### src/hw/aife_pkg.sv
/*
  aife_pkg: constants for the analog input fault code encoder.
  assumes a classic wishbone slave with 32-bit data, byte addresses.
*/
package aife_pkg;
  // register byte offsets
  localparam logic [7:0] OFF_CONFIG = 8'h00;
  localparam logic [7:0] OFF_LAMPCFG = 8'h04;
  localparam logic [7:0] OFF_FLAGS = 8'h08;
  localparam logic [7:0] OFF_CODE = 8'h0C;
  localparam logic [7:0] OFF_IRQSTAT = 8'h10;
  localparam logic [7:0] OFF_IRQMASK = 8'h14;
  localparam logic [7:0] OFF_LAMPS = 8'h18;
  // reset values
  localparam logic [15:0] CONFIG_RST = 16'h0000;
  localparam logic [7:0] LAMPCFG_RST = 8'h00;
  localparam logic [2:0] IRQMASK_RST = 3'h0;
  // fault codes
  localparam logic [15:0] CODE_NONE = 16'h0000;
  localparam logic [15:0] CODE_HW_FAIL = 16'hA600;
  localparam logic [15:0] CODE_SUPPLY = 16'hA601;
  localparam logic [15:0] CODE_CALIB = 16'hA603;
  localparam logic [15:0] CODE_CH_ALARM = 16'hA400;
  localparam logic [15:0] CODE_CH_BLINK = 16'hA000;
  localparam logic [15:0] CODE_CH_QUIET = 16'hA800;
  // field positions
  localparam int CFG_ALARM_LSB = 8;
  localparam int FLAG_SUPPLY_BIT = 15;
  // irq status bits
  localparam int IRQ_ALARM = 0;
  localparam int IRQ_WARN = 1;
  localparam int IRQ_CODE_CHG = 2;
  // blink half period: 250 ms at 100 MHz
  localparam int BLINK_HALF_MS = 250;
  localparam int CLK_MHZ = 100;
  localparam int BLINK_HALF_CYC = BLINK_HALF_MS * 1000 * CLK_MHZ;
  // severity classes
  typedef enum logic [3:0] {
    SEV_NONE = 4'b0001,
    SEV_QUIET = 4'b0010,
    SEV_BLINK = 4'b0100,
    SEV_ALARM = 4'b1000
  } aife_sev_e;
endpackage : aife_pkg

### src/hw/aife_code_if.sv
/*
  aife_code_if: carries the chosen code and class between encoder and top.
  assumes one clock domain.
*/
`timescale 1ns/10ps
`default_nettype none
interface aife_code_if;
  logic [15:0] code;
  aife_pkg::aife_sev_e sev;
  modport enc (output code, output sev);
  modport use_side (input code, input sev);
endinterface : aife_code_if
`default_nettype wire

### src/hw/aife_prio_enc.sv
/*
  aife_prio_enc: combinational priority choice of the reported fault code.
  assumes all inputs are registered in the caller.
*/
`timescale 1ns/10ps
`default_nettype none
module aife_prio_enc #(
  parameter int NCH = 8
) (
  // faults
  input wire logic hwFail,
  input wire logic supplyBad,
  input wire logic calibBad,
  input wire logic [NCH-1:0] rangeFlags,
  // per-channel config
  input wire logic [NCH-1:0] alarmSel,
  input wire logic [NCH-1:0] blinkSel,
  // result
  aife_code_if.enc res
);
  // lowest set channel, or none
  function automatic logic [4:0] lowestSet(input logic [NCH-1:0] v);
    logic [4:0] r;
    r = 5'h10;
    for (int i = NCH - 1; i >= 0; i--) begin
      if (v[i]) begin
        r = 5'(i);
      end
    end
    return r;
  endfunction

  logic [NCH-1:0] alm;
  logic [NCH-1:0] blk;
  logic [NCH-1:0] qui;
  logic [4:0] ch;

  always_comb begin
    alm = rangeFlags & alarmSel;
    blk = rangeFlags & ~alarmSel & blinkSel;
    qui = rangeFlags & ~alarmSel & ~blinkSel;
    ch = 5'h0;
    res.code = aife_pkg::CODE_NONE;
    res.sev = aife_pkg::SEV_NONE;
    if (hwFail) begin
      res.code = aife_pkg::CODE_HW_FAIL;
      res.sev = aife_pkg::SEV_ALARM;
    end else if (supplyBad) begin
      res.code = aife_pkg::CODE_SUPPLY;
      res.sev = aife_pkg::SEV_ALARM;
    end else if (calibBad) begin
      res.code = aife_pkg::CODE_CALIB;
      res.sev = aife_pkg::SEV_ALARM;
    end else if (|alm) begin
      ch = lowestSet(alm);
      res.code = aife_pkg::CODE_CH_ALARM | {12'h000, ch[3:0]};
      res.sev = aife_pkg::SEV_ALARM;
    end else if (|blk) begin
      ch = lowestSet(blk);
      res.code = aife_pkg::CODE_CH_BLINK | {12'h000, ch[3:0]};
      res.sev = aife_pkg::SEV_BLINK;
    end else if (|qui) begin
      ch = lowestSet(qui);
      res.code = aife_pkg::CODE_CH_QUIET | {12'h000, ch[3:0]};
      res.sev = aife_pkg::SEV_QUIET;
    end
  end
endmodule : aife_prio_enc
`default_nettype wire

### src/hw/aife_top.sv
/*
  aife_top: fault code encoder and lamp driver with a wishbone slave.
  assumes fault inputs synchronous to mclk, classic wishbone master.
*/
// The register offsets and register access over Wishbone were chosen for this implementation.
`timescale 1ns/10ps
`default_nettype none
module aife_top #(
  parameter int NCH = 8,
  parameter int BLINK_HALF = aife_pkg::BLINK_HALF_CYC
) (
  // clock and reset
  input wire logic mclk,
  input wire logic nrst,
  input wire logic clkEn,
  // fault sources
  input wire logic hwFail,
  input wire logic calibBad,
  input wire logic supplyBad,
  input wire logic [NCH-1:0] rangeFault,
  // wishbone slave
  input wire logic wb_cyc_i,
  input wire logic wb_stb_i,
  input wire logic wb_we_i,
  input wire logic [7:0] wb_adr_i,
  input wire logic [3:0] wb_sel_i,
  input wire logic [31:0] wb_dat_i,
  output logic [31:0] wb_dat_o,
  output logic wb_ack_o,
  // indicators
  output logic runLamp,
  output logic errLamp,
  output logic [15:0] faultCode,
  output logic irq
);
  logic [15:0] config_q, config_d;
  logic [7:0] lampCfg_q, lampCfg_d;
  logic [15:0] flags_q, flags_d;
  logic hwFail_q, hwFail_d, calib_q, calib_d;
  logic [2:0] irqStat_q, irqStat_d, irqMask_q, irqMask_d;
  logic [31:0] dat_q, dat_d;
  logic ack_q, ack_d;
  logic [15:0] code_q, code_d;
  logic run_q, run_d, err_q, err_d, irq_q, irq_d;
  logic [31:0] blinkCnt_q, blinkCnt_d;
  logic blinkPh_q, blinkPh_d;
  logic req, wr;
  logic [2:0] ev;

  aife_code_if cif ();

  aife_prio_enc #(.NCH(NCH)) u_enc (
    .hwFail(hwFail_q),
    .supplyBad(flags_q[aife_pkg::FLAG_SUPPLY_BIT]),
    .calibBad(calib_q),
    .rangeFlags(flags_q[NCH-1:0]),
    .alarmSel(config_q[aife_pkg::CFG_ALARM_LSB +: NCH]),
    .blinkSel(lampCfg_q[NCH-1:0]),
    .res(cif.enc)
  );

  // byte-lane write merge
  function automatic logic [15:0] merge16(input logic [15:0] old, input logic [31:0] d,
                                          input logic [3:0] s);
    logic [15:0] r;
    r = old;
    if (s[0]) begin
      r[7:0] = d[7:0];
    end
    if (s[1]) begin
      r[15:8] = d[15:8];
    end
    return r;
  endfunction

  always_comb begin
    req = wb_cyc_i & wb_stb_i & ~ack_q;
    wr = req & wb_we_i;
    config_d = config_q;
    lampCfg_d = lampCfg_q;
    irqMask_d = irqMask_q;
    dat_d = dat_q;
    ack_d = req;
    flags_d = '0;
    flags_d[NCH-1:0] = rangeFault;
    flags_d[aife_pkg::FLAG_SUPPLY_BIT] = supplyBad;
    hwFail_d = hwFail;
    calib_d = calibBad;
    code_d = cif.code;
    ev[aife_pkg::IRQ_ALARM] = (cif.sev == aife_pkg::SEV_ALARM);
    ev[aife_pkg::IRQ_WARN] = (cif.sev == aife_pkg::SEV_BLINK) ||
                             (cif.sev == aife_pkg::SEV_QUIET);
    ev[aife_pkg::IRQ_CODE_CHG] = (cif.code != code_q);
    irqStat_d = irqStat_q;
    if (req) begin
      if (wb_adr_i == aife_pkg::OFF_CONFIG) begin
        if (wr) config_d = merge16(config_q, wb_dat_i, wb_sel_i);
        dat_d = {16'h0000, config_q};
      end else if (wb_adr_i == aife_pkg::OFF_LAMPCFG) begin
        if (wr && wb_sel_i[0]) lampCfg_d = wb_dat_i[7:0];
        dat_d = {24'h00_0000, lampCfg_q};
      end else if (wb_adr_i == aife_pkg::OFF_FLAGS) begin
        dat_d = {16'h0000, flags_q};
      end else if (wb_adr_i == aife_pkg::OFF_CODE) begin
        dat_d = {16'h0000, code_q};
      end else if (wb_adr_i == aife_pkg::OFF_IRQSTAT) begin
        if (wr && wb_sel_i[0]) irqStat_d = irqStat_q & ~wb_dat_i[2:0];
        dat_d = {29'h000_0000, irqStat_q};
      end else if (wb_adr_i == aife_pkg::OFF_IRQMASK) begin
        if (wr && wb_sel_i[0]) irqMask_d = wb_dat_i[2:0];
        dat_d = {29'h000_0000, irqMask_q};
      end else if (wb_adr_i == aife_pkg::OFF_LAMPS) begin
        dat_d = {30'h000_0000, run_q, err_q};
      end else begin
        // unmapped: ack with zero
        dat_d = 32'h0000_0000;
      end
    end
    // set wins over a same-cycle clear
    irqStat_d = irqStat_d | ev;
    irq_d = |(irqStat_d & irqMask_d);
    // blink timebase
    blinkCnt_d = blinkCnt_q + 32'h0000_0001;
    blinkPh_d = blinkPh_q;
    if (blinkCnt_q >= 32'(BLINK_HALF - 1)) begin
      blinkCnt_d = 32'h0000_0000;
      blinkPh_d = ~blinkPh_q;
    end
    run_d = 1'b1;
    err_d = 1'b0;
    case (cif.sev)
      aife_pkg::SEV_ALARM: begin
        run_d = 1'b0;
        err_d = 1'b1;
      end
      aife_pkg::SEV_BLINK: begin
        err_d = blinkPh_q;
      end
      aife_pkg::SEV_QUIET: begin
        err_d = 1'b0;
      end
      default: begin
        err_d = 1'b0;
      end
    endcase
  end

  always_ff @(posedge mclk or negedge nrst) begin
    if (!nrst) begin
      config_q <= aife_pkg::CONFIG_RST;
      lampCfg_q <= aife_pkg::LAMPCFG_RST;
      irqMask_q <= aife_pkg::IRQMASK_RST;
      flags_q <= 16'h0000;
      hwFail_q <= 1'b0;
      calib_q <= 1'b0;
      irqStat_q <= 3'h0;
      dat_q <= 32'h0000_0000;
      ack_q <= 1'b0;
      code_q <= aife_pkg::CODE_NONE;
      run_q <= 1'b0;
      err_q <= 1'b0;
      irq_q <= 1'b0;
      blinkCnt_q <= 32'h0000_0000;
      blinkPh_q <= 1'b0;
    end else if (clkEn) begin
      config_q <= config_d;
      lampCfg_q <= lampCfg_d;
      irqMask_q <= irqMask_d;
      flags_q <= flags_d;
      hwFail_q <= hwFail_d;
      calib_q <= calib_d;
      irqStat_q <= irqStat_d;
      dat_q <= dat_d;
      ack_q <= ack_d;
      code_q <= code_d;
      run_q <= run_d;
      err_q <= err_d;
      irq_q <= irq_d;
      blinkCnt_q <= blinkCnt_d;
      blinkPh_q <= blinkPh_d;
    end
  end

  assign wb_dat_o = dat_q;
  assign wb_ack_o = ack_q;
  assign runLamp = run_q;
  assign errLamp = err_q;
  assign faultCode = code_q;
  assign irq = irq_q;
endmodule : aife_top
`default_nettype wire

### config.mk
export PLATFORM = sky130hd
export DESIGN_NAME = aife_top
export DESIGN_NICKNAME = d
export VERILOG_FILES = /design/src/hw/aife_pkg.sv /design/src/hw/aife_code_if.sv /design/src/hw/aife_prio_enc.sv /design/src/hw/aife_top.sv
export SDC_FILE = /design/constraint.sdc
export NUM_CORES = 1
export LEC_CHECK = 0
export ABC_AREA = 1
export BUFFER_PORTS_ARGS = -buffer_cell sky130_fd_sc_hd__buf_2
export CAP_MARGIN = 0
export CORE_ASPECT_RATIO = 1.2
export CORE_MARGIN = 2
export CORE_UTILIZATION = 50
export DETAILED_ROUTE_END_ITERATION = 8
export GPL_ROUTABILITY_DRIVEN = 1
export PLACE_DENSITY = 0.79
export SYNTH_ARGS = -nofsm -noshare
export SYNTH_HDL_FRONTEND = slang
export SYNTH_HIERARCHICAL = 1
export SYNTH_SLANG_ARGS = --single-unit
### constraint.sdc
create_clock -name mclk -period 2.7 [get_ports mclk]
set_input_delay 0.27 -clock mclk [delete_from_list [all_inputs] [get_ports mclk]]
set_output_delay 0.27 -clock mclk [all_outputs]
set_load 0.05 [all_outputs]
### Word level (Yosys, flattened, before mapping)

Cells that the tools add are included.
Widths: inputs -> output; s select.

| word-level totals | value |
|---|---|
| register bits after elaboration | 126 |
| bits in latches | 0 |
| RAM bits | 0 |
| ROM bits | 0 |
| output and inout bits | 52 |
| memories kept | 0 |

| cells by class | value |
|---|---|
| add/sub/neg operators | 1 |
| multiply operators | 0 |
| div/mod/pow operators | 0 |
| magnitude comparators | 1 |
| equality and inequality tests | 10 |
| shifts and indexed selects | 0 |
| multiplexer cells | 61 |
| bitwise logic cells | 16 |
| reduce and logical (&&, ||, !) cells | 12 |

Operators with widths:

| operator | number |
|---|---|
| $mux 16 | 10 |
| $mux 4 | 26 |
| $mux 3 | 20 |
| $add 32x1->32 const B | 1 |
| $and 8x8->8 | 4 |
| $ge 32x25->1 const B | 1 |
| $mux 32 | 1 |
| $eq 8x5->1 const B | 3 |
| $reduce_or 8->1 | 3 |
| $eq 8x4->1 const B | 2 |
| $ne 16x16->1 | 1 |
| $not 8->8 | 2 |
| $reduce_and 5->1 | 3 |
| $eq 8x3->1 const B | 1 |
| $logic_not 8->1 | 1 |
| $and 3x3->3 | 2 |
| $eq 4x2->1 const B | 1 |
| $eq 4x3->1 const B | 1 |
| $eq 4x4->1 const B | 1 |
| $mux 2 | 2 |
| $reduce_and 2->1 | 2 |
| $and 1x1->1 | 3 |
| $not 1->1 | 3 |
| $not 3->3 | 1 |
| 6 further kinds | 6 |

### Logic depth before layout (Yosys ltp)

| logic depth | value |
|---|---|
| depth after elaboration | 21 |
| gate-level depth with buffers | 24 |
| gate-level depth less buffers | 24 |

### By module

The synthesis kept the hierarchy.

Modules (own cells, without submodules):

| module | instances | cells an instance | area an instance (um^2) |
|---|---|---|---|
| aife_top | 1 | 759 | 5695.5 |
| aife_prio_enc | 1 | 120 | 678.2 |

### Least setup slack after synthesis

Ideal clock, no wire load.

| path | value |
|---|---|
| kind | flip-flop to flip-flop |
| from | reg flags_q[2] |
| to | reg irq_q, in the netlist irq |
| arrival | 1981 ps |
| data required time | 2581 ps |
| slack | 600 ps |
| stages on the path, launching flop included | 20 |
| path buffers | 1 |
| clock period less this slack | 2100 ps |
| cell sequence | dfrtp_1 > nand2_1 > nand2_2 > nor2_2 > nand3_2 > nor2_4 > nand2_2 > nor3_2 > inv_2 > buf_4 > nand2_1 > nand2_1 > nor2_1 > nand2_1 > nor2_1 > nand3_1 > nand2_1 > nand2_1 > nor2_1 > nor2_1 |

RTL lines:

| item | RTL line | text |
|---|---|---|
| from (decl) | aife_top.sv:38 | `logic [15:0] flags_q, flags_d;` |
| from (signal assigned) | aife_top.sv:169 | `flags_q <= flags_d;` |
| $and 8x8->8 (2 in series) | aife_prio_enc.sv:40 | `blk = rangeFlags & ~alarmSel & blinkSel;` |
| $reduce_or 8->1 | aife_prio_enc.sv:58 | `end else if (\|blk) begin` |
| $mux 16 | aife_prio_enc.sv:58 |  |
| $mux 16 * | aife_prio_enc.sv:54 | `end else if (\|alm) begin` |
| $mux 16 * | aife_prio_enc.sv:51 | `end else if (calibBad) begin` |
| $mux 16 * | aife_prio_enc.sv:48 | `end else if (supplyBad) begin` |
| $mux 16 * | aife_prio_enc.sv:45 | `if (hwFail) begin` |
| net cif.code[10] | aife_code_if.sv:8 | `logic [15:0] code;` |
| $ne 16x16->1 * | aife_top.sv:93 | `ev[aife_pkg::IRQ_CODE_CHG] = (cif.code != code_q);` |
| $or 3x3->3 * | aife_top.sv:120 | `irqStat_d = irqStat_d \| ev;` |
| $and 3x3->3 * | aife_top.sv:121 | `irq_d = \|(irqStat_d & irqMask_d);` |
| $reduce_or 3->1 * | aife_top.sv:121 |  |
| to (signal assigned) | aife_top.sv:178 | `irq_q <= irq_d;` |
| to (decl) | aife_top.sv:44 | `logic run_q, run_d, err_q, err_d, irq_q, irq_d;` |

Mark *: on every way through the listed nets, which the timed path passes. The rest lies on a longest branch.
A chain may end at the register's enable or synchronous reset.

### Worst setup path in the final report

Ends and elaborated chain as after synthesis.

==> metrics.cfg <==
[outcome]
status=finished, final reports clean

[route]
firstDrtPassIters=4
drtAntennaViolNets=0
drt_iter0_markers=240
via_count=5604
routed_via_density=4.977
drc=0
wirelength_mm=15.10
wire_per_inst_um=13.41

[logic_synthesis]
synth_flop_cell=dfrtp_1
synthCells=879
synth.cell_area_um2=6374
synthArstFlopShare=1.000
synth_seq_area_share=0.4319
synth_common_cells=nand2_1, dfrtp_1, inv_1
ys_warn_count=6
synth_top_cell_by_area=dfrtp_1
synthDistinctLibCells=43
ys_seq_elements=110
synth_area_per_cell_um2=7.251
synth-edff-count=0
yosys-top-cells-area=dfrtp_1, nand2_1, inv_1, nor2_1, buf_4
synth.most_common_cell=nand2_1
synth_top_area_share=0.4319

[run]
drv_cap=0

[die]
core_um2=12560
dieArea_um2=13670
pin_count=113
die_h_um=127.7
start_util=0.5076
die-width_um=107.1
row_count=45

[worst_setup_path]
cp-startpoint=flags_q[2]
cp.arrival_ns=2.68
crit_type=flop to flop
rr_startpoint=flags_q[2]
crit_path_end_kind=flop
path_cells=nand2_1 -> nand2_2 -> nor2_2 -> nand3_2 -> nor2_4 -> nand2_2 -> nor3_4 -> inv_2 -> nand2_1 -> nand2_1 -> nor2_1 -> nand2_1 -> nor2_1 -> nand3_1 -> nand2_1 -> nand2_1 -> nor2_1 -> nor2_1
path_max_fanout=9
crit_path_frequent_cell=nand2_1
r2r_slack_ns=0.27
crit_required_ns=2.95
endpoint=irq
regToRegEndpoint=irq
slowest_stage=dfrtp_1
startpoint_type=flop
critical-path-max-stage-delay_ns=0.44
reg2reg_depth=18

[timing]
max_slew_margin=0.5041
hold_viol=0
fin_crit_sh=0.9006
hold_ws_ns=0.1236
setup_viol=0
setup_tns_ns=0
max_freq_mhz=411.3
drv_slew=0
worst_clock_skew_ns=0.009181
worst_pin_slew_ns=0.7438
fin_crit_ns=2.432
rsz0062_at_grt=no

[power_and_ir_drop]
intPower_mw=2.668
power-per-cell-area_nw_per_um2=556.4
total_power_mw=3.983
vdd_drop_max_uv=292.2
switching_share=0.3301
power_leakage_nw=3.795
combinationalPowerShare=0.208
p_clk_frac=0.314
p_sw_mw=1.315
seqPwrFrac=0.479

[global_routing]
grt_pass1_wl_mm=25.16
grt.overflow.total=0
antenna_found_initial=0
first_global_vias=5439
grtUsageTotal=0.2328
grt_max_degree=63

[finish]
design_area_um2=7158
drive_gt1_frac=0.1746
fill_cells=1227
fin_nets=1019
area_growth_pct=12.31
antenna_cells=0

[min_path]
worstHoldPathType=input port to flop

[placement]
routabilityCongestion=0.9105
dp_hpwl_mm=11.49
io_buffers=78
placed_area_um2=6840

[clock_tree]
clkSinkCount=110
clockRootBuffer=clkbuf_16
cts-buffers-inserted=9
htreeDepth=3
clk_latency_ns=0.35
cts.clk_slew.worst_paths_ns=0.07
clock_path_buffers=2
cts_tree=yes

-- worst max-delay path: cells and delay by family, from the launching register on --
family	cells	cell delay, ns
AND/OR/NAND/NOR	17	1.79
flip-flops	1	0.44
buffers and inverters	1	0.09
-- metal layers --
layer  global-route usage  wire, µm
met1               0.2690      6092
met2               0.4114      7744
met3              0.03254       578
met4               0.1306       680
met5                    0         0
-- power by group through the flow --
stage               clock network [mW]  registers (mW)  logic (mW)
floorplan                            0            2.11       0.429
global placement                     0            1.93       0.805
detailed placement                   0            1.93       0.820
CTS                               1.27            1.91       0.823
global route                      1.34            1.93       0.920
finish                            1.25            1.91       0.827
-- cells by family (layout without fill, tap and decap cells) --
kind of cell / after synthesis / after routing / synth area share
AO/OA/AOI/OAI: 91 / 91 / 0.08206
other: 2 / 24 / 0.001178
flip-flops: 110 / 110 / 0.4319
XOR/XNOR: 11 / 11 / 0.01512
adder cells (fa/ha/maj): 1 / 1 / 0.001963
buffers and inverters: 164 / 225 / 0.1152
AND/OR/NAND/NOR: 492 / 492 / 0.3337
multiplexers: 8 / 8 / 0.01885
-- cell type report --
type                    instances  area, µm²  area share
multi-input cells             627       2984      0.4169
flip-flops and latches        110       2753      0.3845
repair buffers                 88      483.0     0.06747
inverters                     121      455.4     0.06363
clock buffers                  11      242.7     0.03391
well taps                     164      205.2     0.02867
clock inverters                 5      35.03    0.004894
-- repair_timing --
item | CTS | global route
endpoints found under the hold margin | 7 | 0
buffers inserted | 0 | 2
endpoints found under the setup margin | 0 | 1
hold buffers | 1 | 0
resized for setup | 0 | 4
-- sequential cells by signal, indices dropped and copies added, names as in the netlist, 3 cells and up --
signal and flops:
blinkCnt_q 32, config_q 16, faultCode 16, flags_q 9, irqMask_q 3, irqStat_q 3
lampCfg_q 8, wb_dat_o 16
-- stage by stage --
step,utilization,std cells,setup WS [ns]
2_1_floorplan,-,901,0.5999
3_3_place_gp,0.5448,1107,0.2742
3_5_place_dp,0.5448,1107,0.2463
4_1_cts,0.5677,1124,0.2194
5_1_grt,0.5701,1126,0.0001086
6_report,0.5701,1126,0.2684
-- how the worst min path moves through the flow --
stage | start | endpoint | slack [ns] | cells past startpoint
CTS | rangeFault[7] | flags_q[7] | 0.12 | 3
global route | rangeFault[7] | flags_q[7] | 0.14 | 3
global placement | nrst | config_q[7] | 0.37 | 1
detailed placement | nrst | config_q[7] | 0.38 | 1
floorplan | nrst | blinkCnt_q[0] | -0.03 | 0
finish | rangeFault[7] | flags_q[7] | 0.12 | 3
-- cells in the final DEF (no fill, tap or decap), types with 5 or more instances in the layout --
cell type / synthesis / routed
nand3_2: 9 / 9
o21ai_1: 20 / 20
nand3_1: 30 / 30
mux2_4: 8 / 8
buf_4: 27 / 9
a2bb2oi_1: 8 / 8
inv_1: 96 / 96
nor2_2: 5 / 6
a21oi_1: 20 / 19
nand4_1: 5 / 5
clkbuf_16: 0 / 9
xor2_1: 9 / 9
nand2_1: 306 / 305
o21ai_0: 28 / 28
buf_2: 1 / 77
nand3b_1: 10 / 10
dfrtp_1: 110 / 110
conb_1: 2 / 24
nand2_2: 8 / 9
nor3_1: 15 / 15
nor2_1: 91 / 90
inv_2: 22 / 22
o2111ai_1: 5 / 5
No activity file was read; power rests on OpenSTA's default activity.
